### config.mk
export PLATFORM = sky130hd
export DESIGN_NAME = sfr_read_engine
export DESIGN_NICKNAME = d
export VERILOG_FILES = /design/src/shared/sfr_pkg.sv /design/src/verilog/sfr_read_engine.sv
export SDC_FILE = /design/constraint.sdc
export NUM_CORES = 1
export LEC_CHECK = 0
export BUFFER_PORTS_ARGS = -buffer_cell sky130_fd_sc_hd__buf_2
export CAP_MARGIN = 20
export CORE_MARGIN = 4
export CORE_UTILIZATION = 55
export CTS_CLUSTER_SIZE = 25
export DETAILED_ROUTE_END_ITERATION = 16
export PLACE_DENSITY = 0.88
export REMOVE_ABC_BUFFERS = 1
export SYNTH_ARGS = -nofsm -noshare
export SYNTH_HDL_FRONTEND = slang
export SYNTH_SLANG_ARGS = --single-unit
### constraint.sdc
create_clock -name i_ref_clk -period 3.5 [get_ports i_ref_clk]
set_input_delay 0.7 -clock i_ref_clk [delete_from_list [all_inputs] [get_ports i_ref_clk]]
set_output_delay 0.7 -clock i_ref_clk [all_outputs]
set_load 0.02 [all_outputs]
### src/shared/sfr_pkg.sv
// Constants and types shared by the serial flash read engine
package sfr_pkg;
   // Read opcodes taken on the serial input line
   localparam logic [7:0] OP_READ = 8'h03;
   localparam logic [7:0] OP_FAST = 8'h0B;
   localparam logic [7:0] OP_DUAL_OUT = 8'h3B;
   localparam logic [7:0] OP_QUAD_OUT = 8'h6B;
   localparam logic [7:0] OP_DUAL_IO = 8'hBB;
   localparam logic [7:0] OP_QUAD_IO = 8'hEB;
   // High-performance-mode command, accepted as a no-op here
   localparam logic [7:0] OP_HIGH_PERF = 8'hA3;
   // Mode-bit reset command
   localparam logic [7:0] OP_MODE_RST = 8'hFF;
   // Address and data widths
   localparam int ADDR_W = 24;
   localparam int DATA_W = 8;
   // Phase lengths in bits
   localparam logic [4:0] OPCODE_BITS = 5'h08;
   localparam logic [4:0] ADDR_BITS = 5'h18;
   localparam logic [4:0] MODE_BITS = 5'h08;
   localparam logic [3:0] BYTE_BITS = 4'h8;
   // Dummy clock counts
   localparam logic [3:0] DUMMY_NONE = 4'h0;
   localparam logic [3:0] DUMMY_FAST = 4'h8;
   localparam logic [3:0] DUMMY_QIO = 4'h4;
   // Mode upper nibble that arms opcode-less reads
   localparam logic [3:0] CONT_NIBBLE = 4'hA;
   // Lines per clock
   localparam logic [2:0] W_ONE = 3'h1;
   localparam logic [2:0] W_TWO = 3'h2;
   localparam logic [2:0] W_FOUR = 3'h4;
   // Sequencer states
   typedef enum logic [2:0] {
      ST_IDLE,
      ST_OPCODE,
      ST_ADDR,
      ST_MODE,
      ST_DUMMY,
      ST_DATA,
      ST_DISCARD
   } sfr_state_t;
endpackage : sfr_pkg

### src/verilog/sfr_read_engine.sv
// Read-command engine of a serial flash slave, sampled on the reference clock
`timescale 1ns/1ps

// Summary of operation
// RL1 - Host sends read opcode, then 24-bit address
// RL2 - Opcode and address captured on rising clock
// RL3 - Data shifted out MSB first on falling edges
// RL4 - Read address advances after every byte
// RL5 - Select high ends the read
// RL6 - Reads while busy are discarded
// RL7 - Fast read waits eight dummy clocks
// RL8 - Dual output returns two bits per clock
// RL9 - Host releases line zero before data
// RL10 - Quad output returns four bits per clock
// RL11 - Quad output needs quad enable set
// RL12 - Host releases all lines before data
// RL13 - Dual I/O takes address two bits per clock
// RL14 - Mode byte follows address in I/O reads
// RL15 - Nibble A skips opcode on next dual read
// RL16 - Other nibble restores normal opcode decoding
// RL17 - Mode-bit reset command clears opcode skipping; when armed it is not decoded, only a mode nibble other than A clears it
// RL18 - Host issues high-performance command beforehand
// RL19 - Quad I/O: four-bit address, four dummy clocks
// RL20 - Quad I/O needs quad enable set
// RL21 - Nibble A skips opcode on next quad read
// RL22 - Dual data: line one odd, zero even
// RL23 - Dual address: line one carries bit 23
// RL24 - Quad address: line three holds highest bit
// RL25 - Quad data: upper nibble first, bit seven high
// RL26 - Drivers enabled only in data, used lines
module sfr_read_engine (
   input wire logic i_ref_clk,
   input wire logic i_srst,
   input wire logic i_sel_n,
   input wire logic i_sclk,
   input wire logic i_data_line_zero,
   input wire logic i_data_line_one,
   input wire logic i_data_line_two,
   input wire logic i_data_line_three,
   input wire logic i_busy,
   input wire logic i_quad_enable_bit,
   input wire logic [sfr_pkg::DATA_W-1:0] i_mem_data,
   output logic o_data_line_zero,
   output logic o_data_line_one,
   output logic o_data_line_two,
   output logic o_data_line_three,
   output logic o_data_line_zero_oe,
   output logic o_data_line_one_oe,
   output logic o_data_line_two_oe,
   output logic o_data_line_three_oe,
   output logic [sfr_pkg::ADDR_W-1:0] o_mem_addr,
   output logic o_read_active,
   output logic o_cont_read_armed
);
   import sfr_pkg::*;

   // Synchroniser stages for the pins
   logic sclk_s1, sclk_s2, sclk_d;
   logic sel_s1, sel_s2;
   logic [3:0] io_s1, io_s2;
   // Sequencer state
   sfr_state_t state;
   logic [4:0] bit_cnt; // Bits taken in current phase
   logic [3:0] dummy_cnt; // Dummy clocks seen
   logic [31:0] shreg; // Opcode, address and mode accumulator
   logic [2:0] in_w; // Lines per clock for address and mode
   logic [2:0] out_w; // Lines per clock for data
   logic [3:0] dummy_len; // Dummy clocks for this command
   logic has_mode; // Mode byte follows the address
   // Continuous-read memory
   logic armed; // Next select skips the opcode
   logic cont_quad; // Armed read is quad rather than dual
   // Output shifter
   logic [ADDR_W-1:0] rd_addr;
   logic [7:0] out_byte;
   logic [3:0] out_left;
   logic [3:0] lines;
   logic [3:0] oe;
   logic data_started;

   // Right-align the bits taken in one clock at the given width
   function automatic logic [31:0] shift_in(input logic [31:0] acc, input logic [2:0] w,
                                            input logic [3:0] io);
      logic [31:0] r;
      r = {acc[27:0], io};
      if (w == W_ONE) begin
         r = {acc[30:0], io[0]};
      end else if (w == W_TWO) begin
         r = {acc[29:0], io[1:0]};
      end
      return r;
   endfunction : shift_in

   // Place the top bits of a byte onto the data lines
   function automatic logic [3:0] place_out(input logic [2:0] w, input logic [7:0] b);
      logic [3:0] r;
      r = b[7:4];
      if (w == W_ONE) begin
         r = {2'h0, b[7], 1'b0};
      end else if (w == W_TWO) begin
         r = {2'h0, b[7:6]};
      end
      return r;
   endfunction : place_out

   // Driver enables for a data width
   function automatic logic [3:0] lane_en(input logic [2:0] w);
      logic [3:0] r;
      r = 4'hF;
      if (w == W_ONE) begin
         r = 4'h2;
      end else if (w == W_TWO) begin
         r = 4'h3;
      end
      return r;
   endfunction : lane_en

   // Two-stage synchronisers plus an edge history stage for the clock
   always_ff @(posedge i_ref_clk) begin
      if (i_srst) begin
         sclk_s1 <= 1'b0;
         sclk_s2 <= 1'b0;
         sclk_d <= 1'b0;
         sel_s1 <= 1'b1;
         sel_s2 <= 1'b1;
         io_s1 <= 4'h0;
         io_s2 <= 4'h0;
      end else begin
         sclk_s1 <= i_sclk;
         sclk_s2 <= sclk_s1;
         sclk_d <= sclk_s2;
         sel_s1 <= i_sel_n;
         sel_s2 <= sel_s1;
         io_s1 <= {i_data_line_three, i_data_line_two, i_data_line_one, i_data_line_zero};
         io_s2 <= io_s1;
      end
   end

   // Edge and select detection
   logic rise, fall, sel_act;
   assign rise = sclk_s2 & ~sclk_d;
   assign fall = ~sclk_s2 & sclk_d;
   assign sel_act = ~sel_s2;

   // Width in use for the current input phase
   logic [2:0] cur_w;
   logic [31:0] shin;
   logic [4:0] cnt_step;
   logic [7:0] opcode_now;
   logic op_last;
   assign cur_w = (state == ST_OPCODE) ? W_ONE : in_w;
   assign shin = shift_in(shreg, cur_w, io_s2);
   assign cnt_step = bit_cnt + {2'h0, cur_w};
   assign opcode_now = shin[7:0];
   assign op_last = (state == ST_OPCODE) && rise && (cnt_step == OPCODE_BITS);

   // Opcode decode into phase widths and dummy length
   logic dec_read, dec_ok, dec_mode;
   logic [2:0] dec_in_w, dec_out_w;
   logic [3:0] dec_dummy;
   always_comb begin
      dec_read = 1'b1;
      dec_mode = 1'b0;
      dec_in_w = W_ONE;
      dec_out_w = W_ONE;
      dec_dummy = DUMMY_NONE;
      dec_ok = 1'b1;
      unique case (opcode_now)
         OP_READ: begin
            dec_dummy = DUMMY_NONE;
         end
         OP_FAST: begin
            dec_dummy = DUMMY_FAST; // [RL7]
         end
         OP_DUAL_OUT: begin
            dec_out_w = W_TWO; // [RL8]
            dec_dummy = DUMMY_FAST;
         end
         OP_QUAD_OUT: begin
            dec_out_w = W_FOUR; // [RL10]
            dec_dummy = DUMMY_FAST;
            dec_ok = i_quad_enable_bit; // [RL11]
         end
         OP_DUAL_IO: begin
            dec_in_w = W_TWO; // [RL13]
            dec_out_w = W_TWO;
            dec_mode = 1'b1; // [RL14]
         end
         OP_QUAD_IO: begin
            dec_in_w = W_FOUR; // [RL19]
            dec_out_w = W_FOUR;
            dec_mode = 1'b1;
            dec_dummy = DUMMY_QIO;
            dec_ok = i_quad_enable_bit; // [RL20]
         end
         default: begin
            // Mode reset, high-performance and others end quietly [RL18]
            dec_read = 1'b0;
            dec_ok = 1'b0;
         end
      endcase
      if (i_busy) begin
         dec_ok = 1'b0; // [RL6]
      end
   end

   // Command sequencer, advanced on rising serial clock edges
   always_ff @(posedge i_ref_clk) begin
      if (i_srst || !sel_act) begin
         state <= ST_IDLE; // [RL5]
         bit_cnt <= 5'h00;
         dummy_cnt <= 4'h0;
         shreg <= 32'h0000_0000;
         in_w <= W_ONE;
         out_w <= W_ONE;
         dummy_len <= DUMMY_NONE;
         has_mode <= 1'b0;
      end else begin
         unique case (state)
            ST_IDLE: begin
               // Armed reads start straight at the address
               if (!armed) begin
                  state <= ST_OPCODE;
               end else if (i_busy) begin
                  state <= ST_DISCARD; // [RL6]
               end else begin
                  state <= ST_ADDR; // [RL15] [RL21]
                  in_w <= cont_quad ? W_FOUR : W_TWO;
                  out_w <= cont_quad ? W_FOUR : W_TWO;
                  dummy_len <= cont_quad ? DUMMY_QIO : DUMMY_NONE;
                  has_mode <= 1'b1;
               end
            end
            ST_OPCODE: begin
               if (rise) begin
                  shreg <= shin; // [RL1] [RL2]
                  bit_cnt <= cnt_step;
                  if (op_last) begin
                     bit_cnt <= 5'h00;
                     state <= dec_ok ? ST_ADDR : ST_DISCARD;
                     in_w <= dec_in_w;
                     out_w <= dec_out_w;
                     dummy_len <= dec_dummy;
                     has_mode <= dec_mode;
                  end
               end
            end
            ST_ADDR: begin
               if (rise) begin
                  shreg <= shin; // [RL2] [RL23] [RL24]
                  bit_cnt <= cnt_step;
                  if (cnt_step == ADDR_BITS) begin
                     bit_cnt <= 5'h00;
                     if (has_mode) begin
                        state <= ST_MODE;
                     end else begin
                        state <= (dummy_len != DUMMY_NONE) ? ST_DUMMY : ST_DATA;
                     end
                  end
               end
            end
            ST_MODE: begin
               if (rise) begin
                  shreg <= shin; // [RL14]
                  bit_cnt <= cnt_step;
                  if (cnt_step == MODE_BITS) begin
                     bit_cnt <= 5'h00;
                     state <= (dummy_len != DUMMY_NONE) ? ST_DUMMY : ST_DATA;
                  end
               end
            end
            ST_DUMMY: begin
               if (rise) begin
                  dummy_cnt <= dummy_cnt + 4'h1; // [RL7] [RL19]
                  if (dummy_cnt + 4'h1 == dummy_len) begin
                     state <= ST_DATA;
                  end
               end
            end
            ST_DATA, ST_DISCARD: begin
               state <= state; // Held until select rises
            end
         endcase
      end
   end

   // Continuous-read arm: set by mode nibble A, cleared by any other mode nibble
   always_ff @(posedge i_ref_clk) begin
      if (i_srst) begin
         armed <= 1'b0;
         cont_quad <= 1'b0;
      end else if (sel_act && state == ST_MODE && rise && cnt_step == MODE_BITS) begin
         armed <= (shin[7:4] == CONT_NIBBLE); // [RL15] [RL16] [RL21]
         cont_quad <= (in_w == W_FOUR);
      end else if (sel_act && op_last && opcode_now == OP_MODE_RST) begin
         armed <= 1'b0; // [RL17]
      end
   end

   // Start address sits above the mode byte when one was taken
   logic [ADDR_W-1:0] start_addr;
   assign start_addr = has_mode ? shreg[31:8] : shreg[23:0];

   // Output shifter, changing lines on falling serial clock edges
   always_ff @(posedge i_ref_clk) begin
      if (i_srst || !sel_act || state != ST_DATA) begin
         oe <= 4'h0; // [RL26] [RL5]
         out_left <= 4'h0;
         data_started <= 1'b0;
         rd_addr <= start_addr;
      end else if (fall) begin
         data_started <= 1'b1;
         // Drivers come on at the first data fall, after host release [RL9] [RL12]
         oe <= lane_en(out_w); // [RL26]
         if (out_left == 4'h0) begin
            lines <= place_out(out_w, i_mem_data); // [RL3] [RL22] [RL25]
            out_byte <= i_mem_data << out_w;
            out_left <= BYTE_BITS - {1'b0, out_w};
            rd_addr <= rd_addr + 24'h00_0001; // [RL4]
         end else begin
            lines <= place_out(out_w, out_byte); // [RL3]
            out_byte <= out_byte << out_w;
            out_left <= out_left - {1'b0, out_w};
         end
      end else if (!data_started) begin
         rd_addr <= start_addr;
      end
   end

   // Output wiring from flops
   assign o_data_line_zero = lines[0];
   assign o_data_line_one = lines[1];
   assign o_data_line_two = lines[2];
   assign o_data_line_three = lines[3];
   assign o_data_line_zero_oe = oe[0];
   assign o_data_line_one_oe = oe[1];
   assign o_data_line_two_oe = oe[2];
   assign o_data_line_three_oe = oe[3];
   assign o_mem_addr = rd_addr;
   assign o_read_active = (state == ST_DATA);
   assign o_cont_read_armed = armed;
endmodule : sfr_read_engine

Yosys cells after proc, flatten, opt, wreduce, memory -nomap -nowiden
Index checks and enable logic that the tools add are counted.
{"block": "word_totals", "ff_bits": 115, "input_bits": 18, "out_inout_bits": 34}
{"block": "op_classes", "n_addsub": 5, "n_eq_ne": 35, "shifts": 2, "n_mux": 66, "bitwise_logic": 7, "reduce_logical": 29}
{"op": "$mux 24", "count": 5}
{"op": "$mux 32", "count": 2}
{"op": "$mux 3", "count": 21}
{"op": "$mux 4", "count": 12}
{"op": "$mux 5", "count": 6}
{"op": "$add 24x1->24 const B", "count": 1}
{"op": "$eq 8x8->1 const B", "count": 3}
{"op": "$pmux 3 s2", "count": 4}
{"op": "$ne 2x2->1 const B", "count": 9}
{"op": "$pmux 4 s2", "count": 2}
{"op": "$shl 8x3->8", "count": 2}
{"op": "$pmux 3 s5", "count": 1}
{"op": "$pmux 5 s3", "count": 1}
{"op": "$eq 3x2->1 const B", "count": 4}
{"op": "$eq 3x3->1 const B", "count": 4}
{"op": "$eq 3x1->1 const B", "count": 3}
{"op": "$mux 1", "count": 9}
{"op": "$reduce_and 9->1", "count": 1}
{"op": "$eq 8x2->1 const B", "count": 1}
{"op": "$eq 8x4->1 const B", "count": 1}
{"op": "$eq 8x6->1 const B", "count": 1}
{"op": "$eq 8x7->1 const B", "count": 1}
{"op": "$mux 8", "count": 1}
{"op": "$reduce_and 2->1", "count": 4}
{"op": "26 further kinds", "count": 45}

Depth between registers and ports, before layout
Gate-level depths: netlist (run 1).
{"block": "logic_depth", "depth_word": 13, "ltp_mapped": 16, "depth_no_buf": 12}

Worst setup path before layout (run 1)
No wires, ideal clock.
{"block": "synth_path", "kind": "register to register", "start": "reg state[1]", "end": "reg in_w[0]", "setup_time_ns": 0.120, "arrival_ns": 3.724, "t_required_ns": 3.380, "setup_slack_ns": -0.343, "stages_incl_launch_ff": 17, "synth_period_minus_slack_ns": 3.843, "path_cell_list": "dfxtp_1 > buf_6 > or3b_1 > buf_4 > clkbuf_1 > nand2b_1 > ha_1 > inv_1 > fa_1 > nor2b_1 > o32ai_1 > xor2_1 > a211oi_2 > a22oi_2 > or2_2 > clkbuf_1 > a211o_1"}
{"block": "synth_between", "elab_chain_len": 10, "elab_cells_between_ends": 23, "cone_classes": "add/sub: 1; eq/ne: 10; mux: 7; reduce/logical: 5"}
{"item": "from (decl)", "line_no": "sfr_read_engine.sv:62", "text": "sfr_state_t state;"}
{"item": "from (signal assigned)", "line_no": "sfr_read_engine.sv:240", "text": "state <= dec_ok ? ST_ADDR : ST_DISCARD;"}
{"item": "from (signal assigned)", "line_no": "sfr_read_engine.sv:257", "text": "state <= (dummy_len != DUMMY_NONE) ? ST_DUMMY : ST_DATA;"}
{"item": "from (signal assigned)", "line_no": "sfr_read_engine.sv:268", "text": "state <= (dummy_len != DUMMY_NONE) ? ST_DUMMY : ST_DATA;"}
{"item": "$eq 3x1->1", "line_no": "sfr_read_engine.sv:151, sfr_read_engine.sv:155, sfr_read_engine.sv:219"}
{"item": "$mux 3", "line_no": "sfr_read_engine.sv:151", "text": "assign cur_w = (state == ST_OPCODE) ? W_ONE : in_w;"}
{"item": "$eq 3x2->1", "line_no": "sfr_read_engine.sv:88", "text": "end else if (w == W_TWO) begin"}
{"item": "$mux 32", "line_no": "sfr_read_engine.sv:88"}
{"item": "$mux 32", "line_no": "sfr_read_engine.sv:86", "text": "if (w == W_ONE) begin"}
{"item": "$eq 8x8->1"}
{"item": "$pmux 3 s2", "line_no": "sfr_read_engine.sv:168", "text": "unique case (opcode_now)"}
{"item": "$mux 3", "line_no": "sfr_read_engine.sv:238", "text": "if (op_last) begin"}
{"item": "$mux 3", "line_no": "sfr_read_engine.sv:235", "text": "if (rise) begin"}
{"item": "$pmux 3 s2", "line_no": "sfr_read_engine.sv:219", "text": "unique case (state)"}
{"item": "to (signal assigned)", "line_no": "sfr_read_engine.sv:228", "text": "in_w <= cont_quad ? W_FOUR : W_TWO;"}
{"item": "to (signal assigned)", "line_no": "sfr_read_engine.sv:241", "text": "in_w <= dec_in_w;"}
{"item": "to (decl)", "line_no": "sfr_read_engine.sv:66", "text": "logic [2:0] in_w;"}
Several ways; a longest one is shown, not always the timed one. The select of a mux whose other input is x is not followed.
A chain may end at the register's enable or synchronous reset.

Final worst setup path (run 1)
{"block": "layout_path", "start": "reg state[0]", "end": "reg out_w[1]"}
{"block": "layout_between", "elab_chain_len": 11, "elab_cells_between_ends": 27, "cone_classes": "add/sub: 1; eq/ne: 12; mux: 7; reduce/logical: 7"}
{"item": "$eq 3x1->1", "line_no": "sfr_read_engine.sv:151, sfr_read_engine.sv:155, sfr_read_engine.sv:219"}
{"item": "$mux 3", "line_no": "sfr_read_engine.sv:151"}
{"item": "$eq 3x2->1", "line_no": "sfr_read_engine.sv:88"}
{"item": "$mux 32", "line_no": "sfr_read_engine.sv:88"}
{"item": "$mux 32", "line_no": "sfr_read_engine.sv:86"}
{"item": "$eq 8x8->1, or another cell as far along"}
{"item": "$reduce_or 2->1 (no source line)"}
{"item": "$pmux 3 s2", "line_no": "sfr_read_engine.sv:168"}
{"item": "$mux 3", "line_no": "sfr_read_engine.sv:238"}
{"item": "$mux 3", "line_no": "sfr_read_engine.sv:235"}
{"item": "$pmux 3 s2", "line_no": "sfr_read_engine.sv:219"}
{"item": "to (signal assigned)", "line_no": "sfr_read_engine.sv:229", "text": "out_w <= cont_quad ? W_FOUR : W_TWO;"}
{"item": "to (signal assigned)", "line_no": "sfr_read_engine.sv:242", "text": "out_w <= dec_out_w;"}
{"item": "to (decl)", "line_no": "sfr_read_engine.sv:67", "text": "logic [2:0] out_w;"}
Several ways; a longest one is shown, not always the timed one. The select of a mux whose other input is x is not followed.

==> results.tsv, run 1 <==
metric	value	unit
Die Span Y	115	microns
CP Capture Type	flop	
I/O Buffers	51	
Routability Congestion	0.901	
Slew Limit Headroom	30.2	%
critical path class	reg -> reg	
hold_ws	0.429	ns
starting density of the core	57.3	%
crit-path leading delay family	simple AND/OR/NAND/NOR gates	
grt total ovfl	0	
CP max-delay cell	fa_2	
leakage power total	2.40	nW
post-synthesis sequential element count	111	
Total GRT Usage	22.6	%
share of cells above drive strength 1	14.2	%
Most used DFF post-synth	dfxtp_1	
fin. max-slew vios	0	
final net count	787	
Detailed Route WL	14900	microns
Routed met3 length	955	microns
CTS Buf Count	9	
Post-Syn Instances	724	
number of global-route vias before repair	5204	
Power Total	2.36	mW
Synth area leader	dfxtp_1	
drt pass-1 iters	5	
CTS clk-pin slew, worst paths	0.08	ns
htree depth	3	
Clock Latency Late Sink	0.35	ns
DRC errors left	0	
Core Area	0.0111	sq mm
VDD IR max	0.220	mV
crit-path max FO	5	
Final Cell Area	0.00705	sq mm
TritonCTS clock tree	yes	
Post-Syn Area	0.00635	sq mm
clock sink total	111	
Cell variety after synth	63	
Sw Share	22.0	%
Setup crit start kind	flop	
Final Skew	0.0116	ns
DR top layer	met4	
Reg power frac	56.4	%
status	completed	
syn avg cell area	8.77	sq um
Max-Cap Viols	0	
top-level I/O count	52	
Starting DRT DRC Count	522	
die area	0.0133	sq mm
crit path DAT	3.64	ns
Crit path largest cell delay	0.57	ns
power share of the clock group	40.8	%
Vias	5592	
Antenna diodes	0	
Hold Path Class	reg -> reg	
commonest cells in the netlist	nor2_1 (92), dfxtp_1 (75), nand2_1 (71), a21oi_1 (63), mux2i_1 (63)	
worst endpoint required time	3.77	ns
Detail Placement HPWL	10300	microns
Post-DRT Antenna Nets	0	
first-pass GRT wire length	24800	microns
crit-path cells	or3b_4 > nand2b_1 > ha_2 > inv_1 > fa_2 > nor2b_1 > o2111ai_1 > a211oi_2 > a22oi_2 > or4_1 > a21oi_1	
Synth top area share	23.7	%
Int Power	1.84	mW
Root Driver	clkbuf_16	
# rows	38	
initial antenna violation count	0	
Hold Fails Final Rpt	0	
Met1 Wirelength	6410	microns
Longest Clk Path Bufs	2	
cell area after placement	0.00671	sq mm
die width	115	microns
largest net degree at the start of global routing	60	
Psw	519	uW
DR WL/cell	16.5	microns
Ys Warns	0	
met2 wire len	7320	microns
Layout area overhead	11.1	%
Final min period	3.37	ns
Peak Freq	296	MHz
Final period util	96.4	%
P per Cell Area	335	mW/mm^2
Bufs and invs on worst path	1	
top-count cell post-synth	nor2_1	
Vias/cell	6.18	
EDFF count, synth	36	
register area share after synthesis	40.7	%
top cells by area, synth	dfxtp_1 (24%), edfxtp_1 (17%), mux2i_1 (9.9%), nor2_1 (5.4%), a21oi_1 (5.0%)	
# setup viols final	0	
Comb pwr share	2.8	%
Worst-Margin Slew	1.05	ns
Async SR Flop Fraction	0	%
[flip-flops by register name (all words and copies together) (netlist names), 4 cells and up]
register    cells
o_mem_addr     24
shreg          32
dummy_cnt       4
lines           4
out_left        4
bit_cnt         5
io_s2           4
io_s1           4
out_byte        8
[cells in the final DEF, fill, tap and decap left out, types with 23 or more instances in the layout]
cell type,synthesis,layout
a211oi_1,40,40
a21oi_1,63,62
buf_2,0,51
dfxtp_1,75,75
edfxtp_1,36,36
mux2i_1,63,63
nand2_1,71,71
nor2_1,92,91
o21ai_0,32,32
xnor2_1,23,23
[kinds of logic after synthesis]
group / synth area share (%)
flip-flops: 40.7
multiplexers: 10.3
XOR/XNOR: 5.11
AO/OA/AOI/OAI: 17.7
AND/OR/NAND/NOR: 20.0
buffers and inverters: 4.02
adder cells (fa/ha/maj): 2.17
[per-layer routing]
| metal | vias to the layer above | GRT usage (%) |
|---|---|---|
| li1 | 2682 | - |
| met1 | 2665 | 30.3 |
| met2 | 221 | 37.7 |
| met3 | 24 | 3.24 |
| met4 | 0 | 7.75 |
| met5 | - | 0 |
[path summary, 6_finish.rpt]
kind	startpoint	endpoint	slack, ns	cells after the start
max reg2reg	state[0]	out_w[1]	0.13	11
min reg2reg	sel_s1	sel_s2	0.43	1
min	sel_s1	sel_s2	0.43	1
max	state[0]	out_w[1]	0.13	11
[power by group through the flow]
| stage | Sequential, mW | Combinational [mW] | Clock, mW |
|---|---|---|---|
| 4_1_cts | 1.33 | 0.0645 | 0.971 |
| 3_3_place_gp | 1.36 | 0.0618 | 0 |
| 6_report | 1.33 | 0.0658 | 0.963 |
| 3_5_place_dp | 1.36 | 0.0644 | 0 |
| 2_1_floorplan | 1.36 | 0.0385 | 0 |
| 5_1_grt | 1.33 | 0.0732 | 1.03 |
[timing repair]
item | in CTS | in global routing
hold buffers | 0 | 0
setup endpoints to repair | 0 | 10
endpoints found under the hold margin | 0 | 0
setup buffers | 0 | 4
gates resized for setup | 0 | 6
[cell type report]
class,instances,area (sq um)
sequential,111,2580
clock inverter,6,45.0
inverter,14,52.6
tap,140,175
fill,896,4030
multi-input combinational,552,3550
clock buffer,10,229
timing repair buffer,72,413
[through the flow]
stage	utilization (%)	TNS [ns]	instances	worst slack, ns
global placement	60.6	0	883	0.132
finish	63.6	0	905	0.126
CTS	63.0	0	899	0.0456
floorplan	-	-1.75	676	-0.274
global route	63.6	-0.551	905	-0.0815
detailed placement	60.6	0	883	0.0723
Power figures use the tool's default switching activity.
==> run 2, diff against run 1 <==
- REMOVE_ABC_BUFFERS: 1 -> not set
==> results.tsv, run 2 (synthesis gave the netlist of run 1 again) <==
metric	value	unit
Core Area	0.0111	sq mm
max reg flops	32	
DP Worst Slack	0.0738	ns
end of the worst hold path	sel_s2	
Power Total	2.41	mW
Root Driver	clkbuf_16	
Peak Freq	294	MHz
power share of the clock group	42.1	%
cell area after placement	0.00675	sq mm
Worst Reg-to-Reg Cells	12	
most frequent cells in the layout	nor2_1 (91), dfxtp_1 (75), nand2_1 (71), mux2i_1 (63), a21oi_1 (61)	
Crit Reg-Reg Endpoint	out_w[1]	
drt pass-1 iters	7	
GR Util met2	38.2	%
hold path cells	1	
initial antenna violation count	0	
routing usage on met1	29.1	%
crit path DAT	3.68	ns
Detail Placement HPWL	10400	microns
number of global-route vias before repair	5129	
Max-Cap Viols	0	
CTS clk-pin slew, worst paths	0.07	ns
share of cells above drive strength 1	14.7	%
first-pass GRT wire length	24600	microns
Worst Hold Launch	sel_s1	
Vias	5530	
starting density of the core	57.3	%
Final min period	3.40	ns
die width	115	microns
Final period util	97.1	%
Post-Syn Nets	751	
die area	0.0133	sq mm
global route hottest layer	met2	
Hold Path Class	reg -> reg	
status	completed	
Post-DRT Antenna Nets	0	
Total GRT Usage	22.6	%
most common cell after layout, fill and taps aside	nor2_1	
TritonCTS clock tree	yes	
Worst-Margin Slew	1.03	ns
Final Cell Area	0.00710	sq mm
# rows	38	
Setup crit start kind	flop	
worst flop-to-flop path startpoint	state[2]	
Detailed Route WL	15000	microns
fin. max-slew vios	0	
DR WL/cell	16.6	microns
htree depth	3	
Largest Register	shreg	
Layout area overhead	11.8	%
largest net degree at the start of global routing	60	
worst endpoint required time	3.78	ns
critical path class	reg -> reg	
top-level I/O count	52	
final net count	785	
VDD IR max	0.238	mV
I/O Buffers	51	
CTS Buf Count	9	
crit-path max FO	8	
Int Power	1.91	mW
GR Util met3	3.81	%
Sw Share	20.8	%
Reg power frac	55.2	%
Slew Limit Headroom	31.2	%
Psw	503	uW
Die Span Y	115	microns
leakage power total	2.42	nW
hold_ws	0.411	ns
clock sink total	111	
Routability Congestion	0.918	
R2R setup slack	0.10	ns
Starting DRT DRC Count	608	
Longest Clk Path Bufs	2	
DRC errors left	0	
P per Cell Area	340	mW/mm^2
Vias/cell	6.12	
Comb pwr share	2.7	%
Final Skew	0.0115	ns
Hold Fails Final Rpt	0	
Antenna diodes	0	
CP Capture Type	flop	
# setup viols final	0	
Setup TNS	0	ns
PnR worst setup slack	0.100	ns
Clock Latency Late Sink	0.35	ns
grt total ovfl	0	
run 2: power groups by stage:
| stage | logic, mW | clock network, mW | registers (mW) |
|---|---|---|---|
| finish | 0.0664 | 1.02 | 1.33 |
| global route | 0.0737 | 1.07 | 1.33 |
| detailed placement | 0.0655 | 0 | 1.36 |
| global placement | 0.0627 | 0 | 1.36 |
| CTS | 0.0659 | 1.02 | 1.33 |
| floorplan | 0.0450 | 0 | 1.36 |
run 2: cell type report:
type | count | area [sq um]
Tap cell | 140 | 175
Multi-Input combinational cell | 551 | 3590
Clock inverter | 5 | 58.8
Fill cell | 877 | 3980
Inverter | 14 | 52.6
Sequential cell | 111 | 2580
Clock buffer | 11 | 233
Timing Repair Buffer | 71 | 405
run 2: worst max-delay path by stage:
stage,startpoint,endpoint,slack (ns)
after floorplan,state[1],in_w[0],-0.002
after global placement,state[2],out_w[1],0.22
after detailed placement,state[2],out_w[1],0.07
after CTS,state[2],out_w[1],0.06
after global routing,state[0],dummy_len[2],-0.06
final,state[2],out_w[1],0.10
run 2: per-stage QoR:
| stage | std cells | util [%] |
|---|---|---|
| 2_1_floorplan | 724 | - |
| 3_3_place_gp | 884 | 60.9 |
| 3_5_place_dp | 884 | 60.9 |
| 4_1_cts | 900 | 63.5 |
| 5_1_grt | 903 | 64.1 |
| 6_report | 903 | 64.1 |
run 2: critical path, stage by stage, from the launching register on:
cell and delay [ns]:
dfxtp_1 0.31, or3b_1 0.41, nand2b_1 0.10, ha_2 0.20, inv_1 0.07, fa_2 0.44, nor2b_4 0.16, o32ai_4 0.33
xor2_2 0.15, a211oi_4 0.25, a22oi_2 0.20, or4_1 0.57, a21oi_2 0.14
run 2: metal layers:
layer  share of wire [%]  wire, microns  vias up
met2                  49           7400      217
met5                   0              0        -
met1                  42           6310     2619
met4                 2.0            303        0
li1                    -              -     2667
met3                 6.7           1000       27
run 2: timing repair:
item / in CTS / in global routing
endpoints found under the setup margin: 0 / 6
gates resized for setup: 0 / 7
hold buffers: 0 / 0
setup buffers: 0 / 3
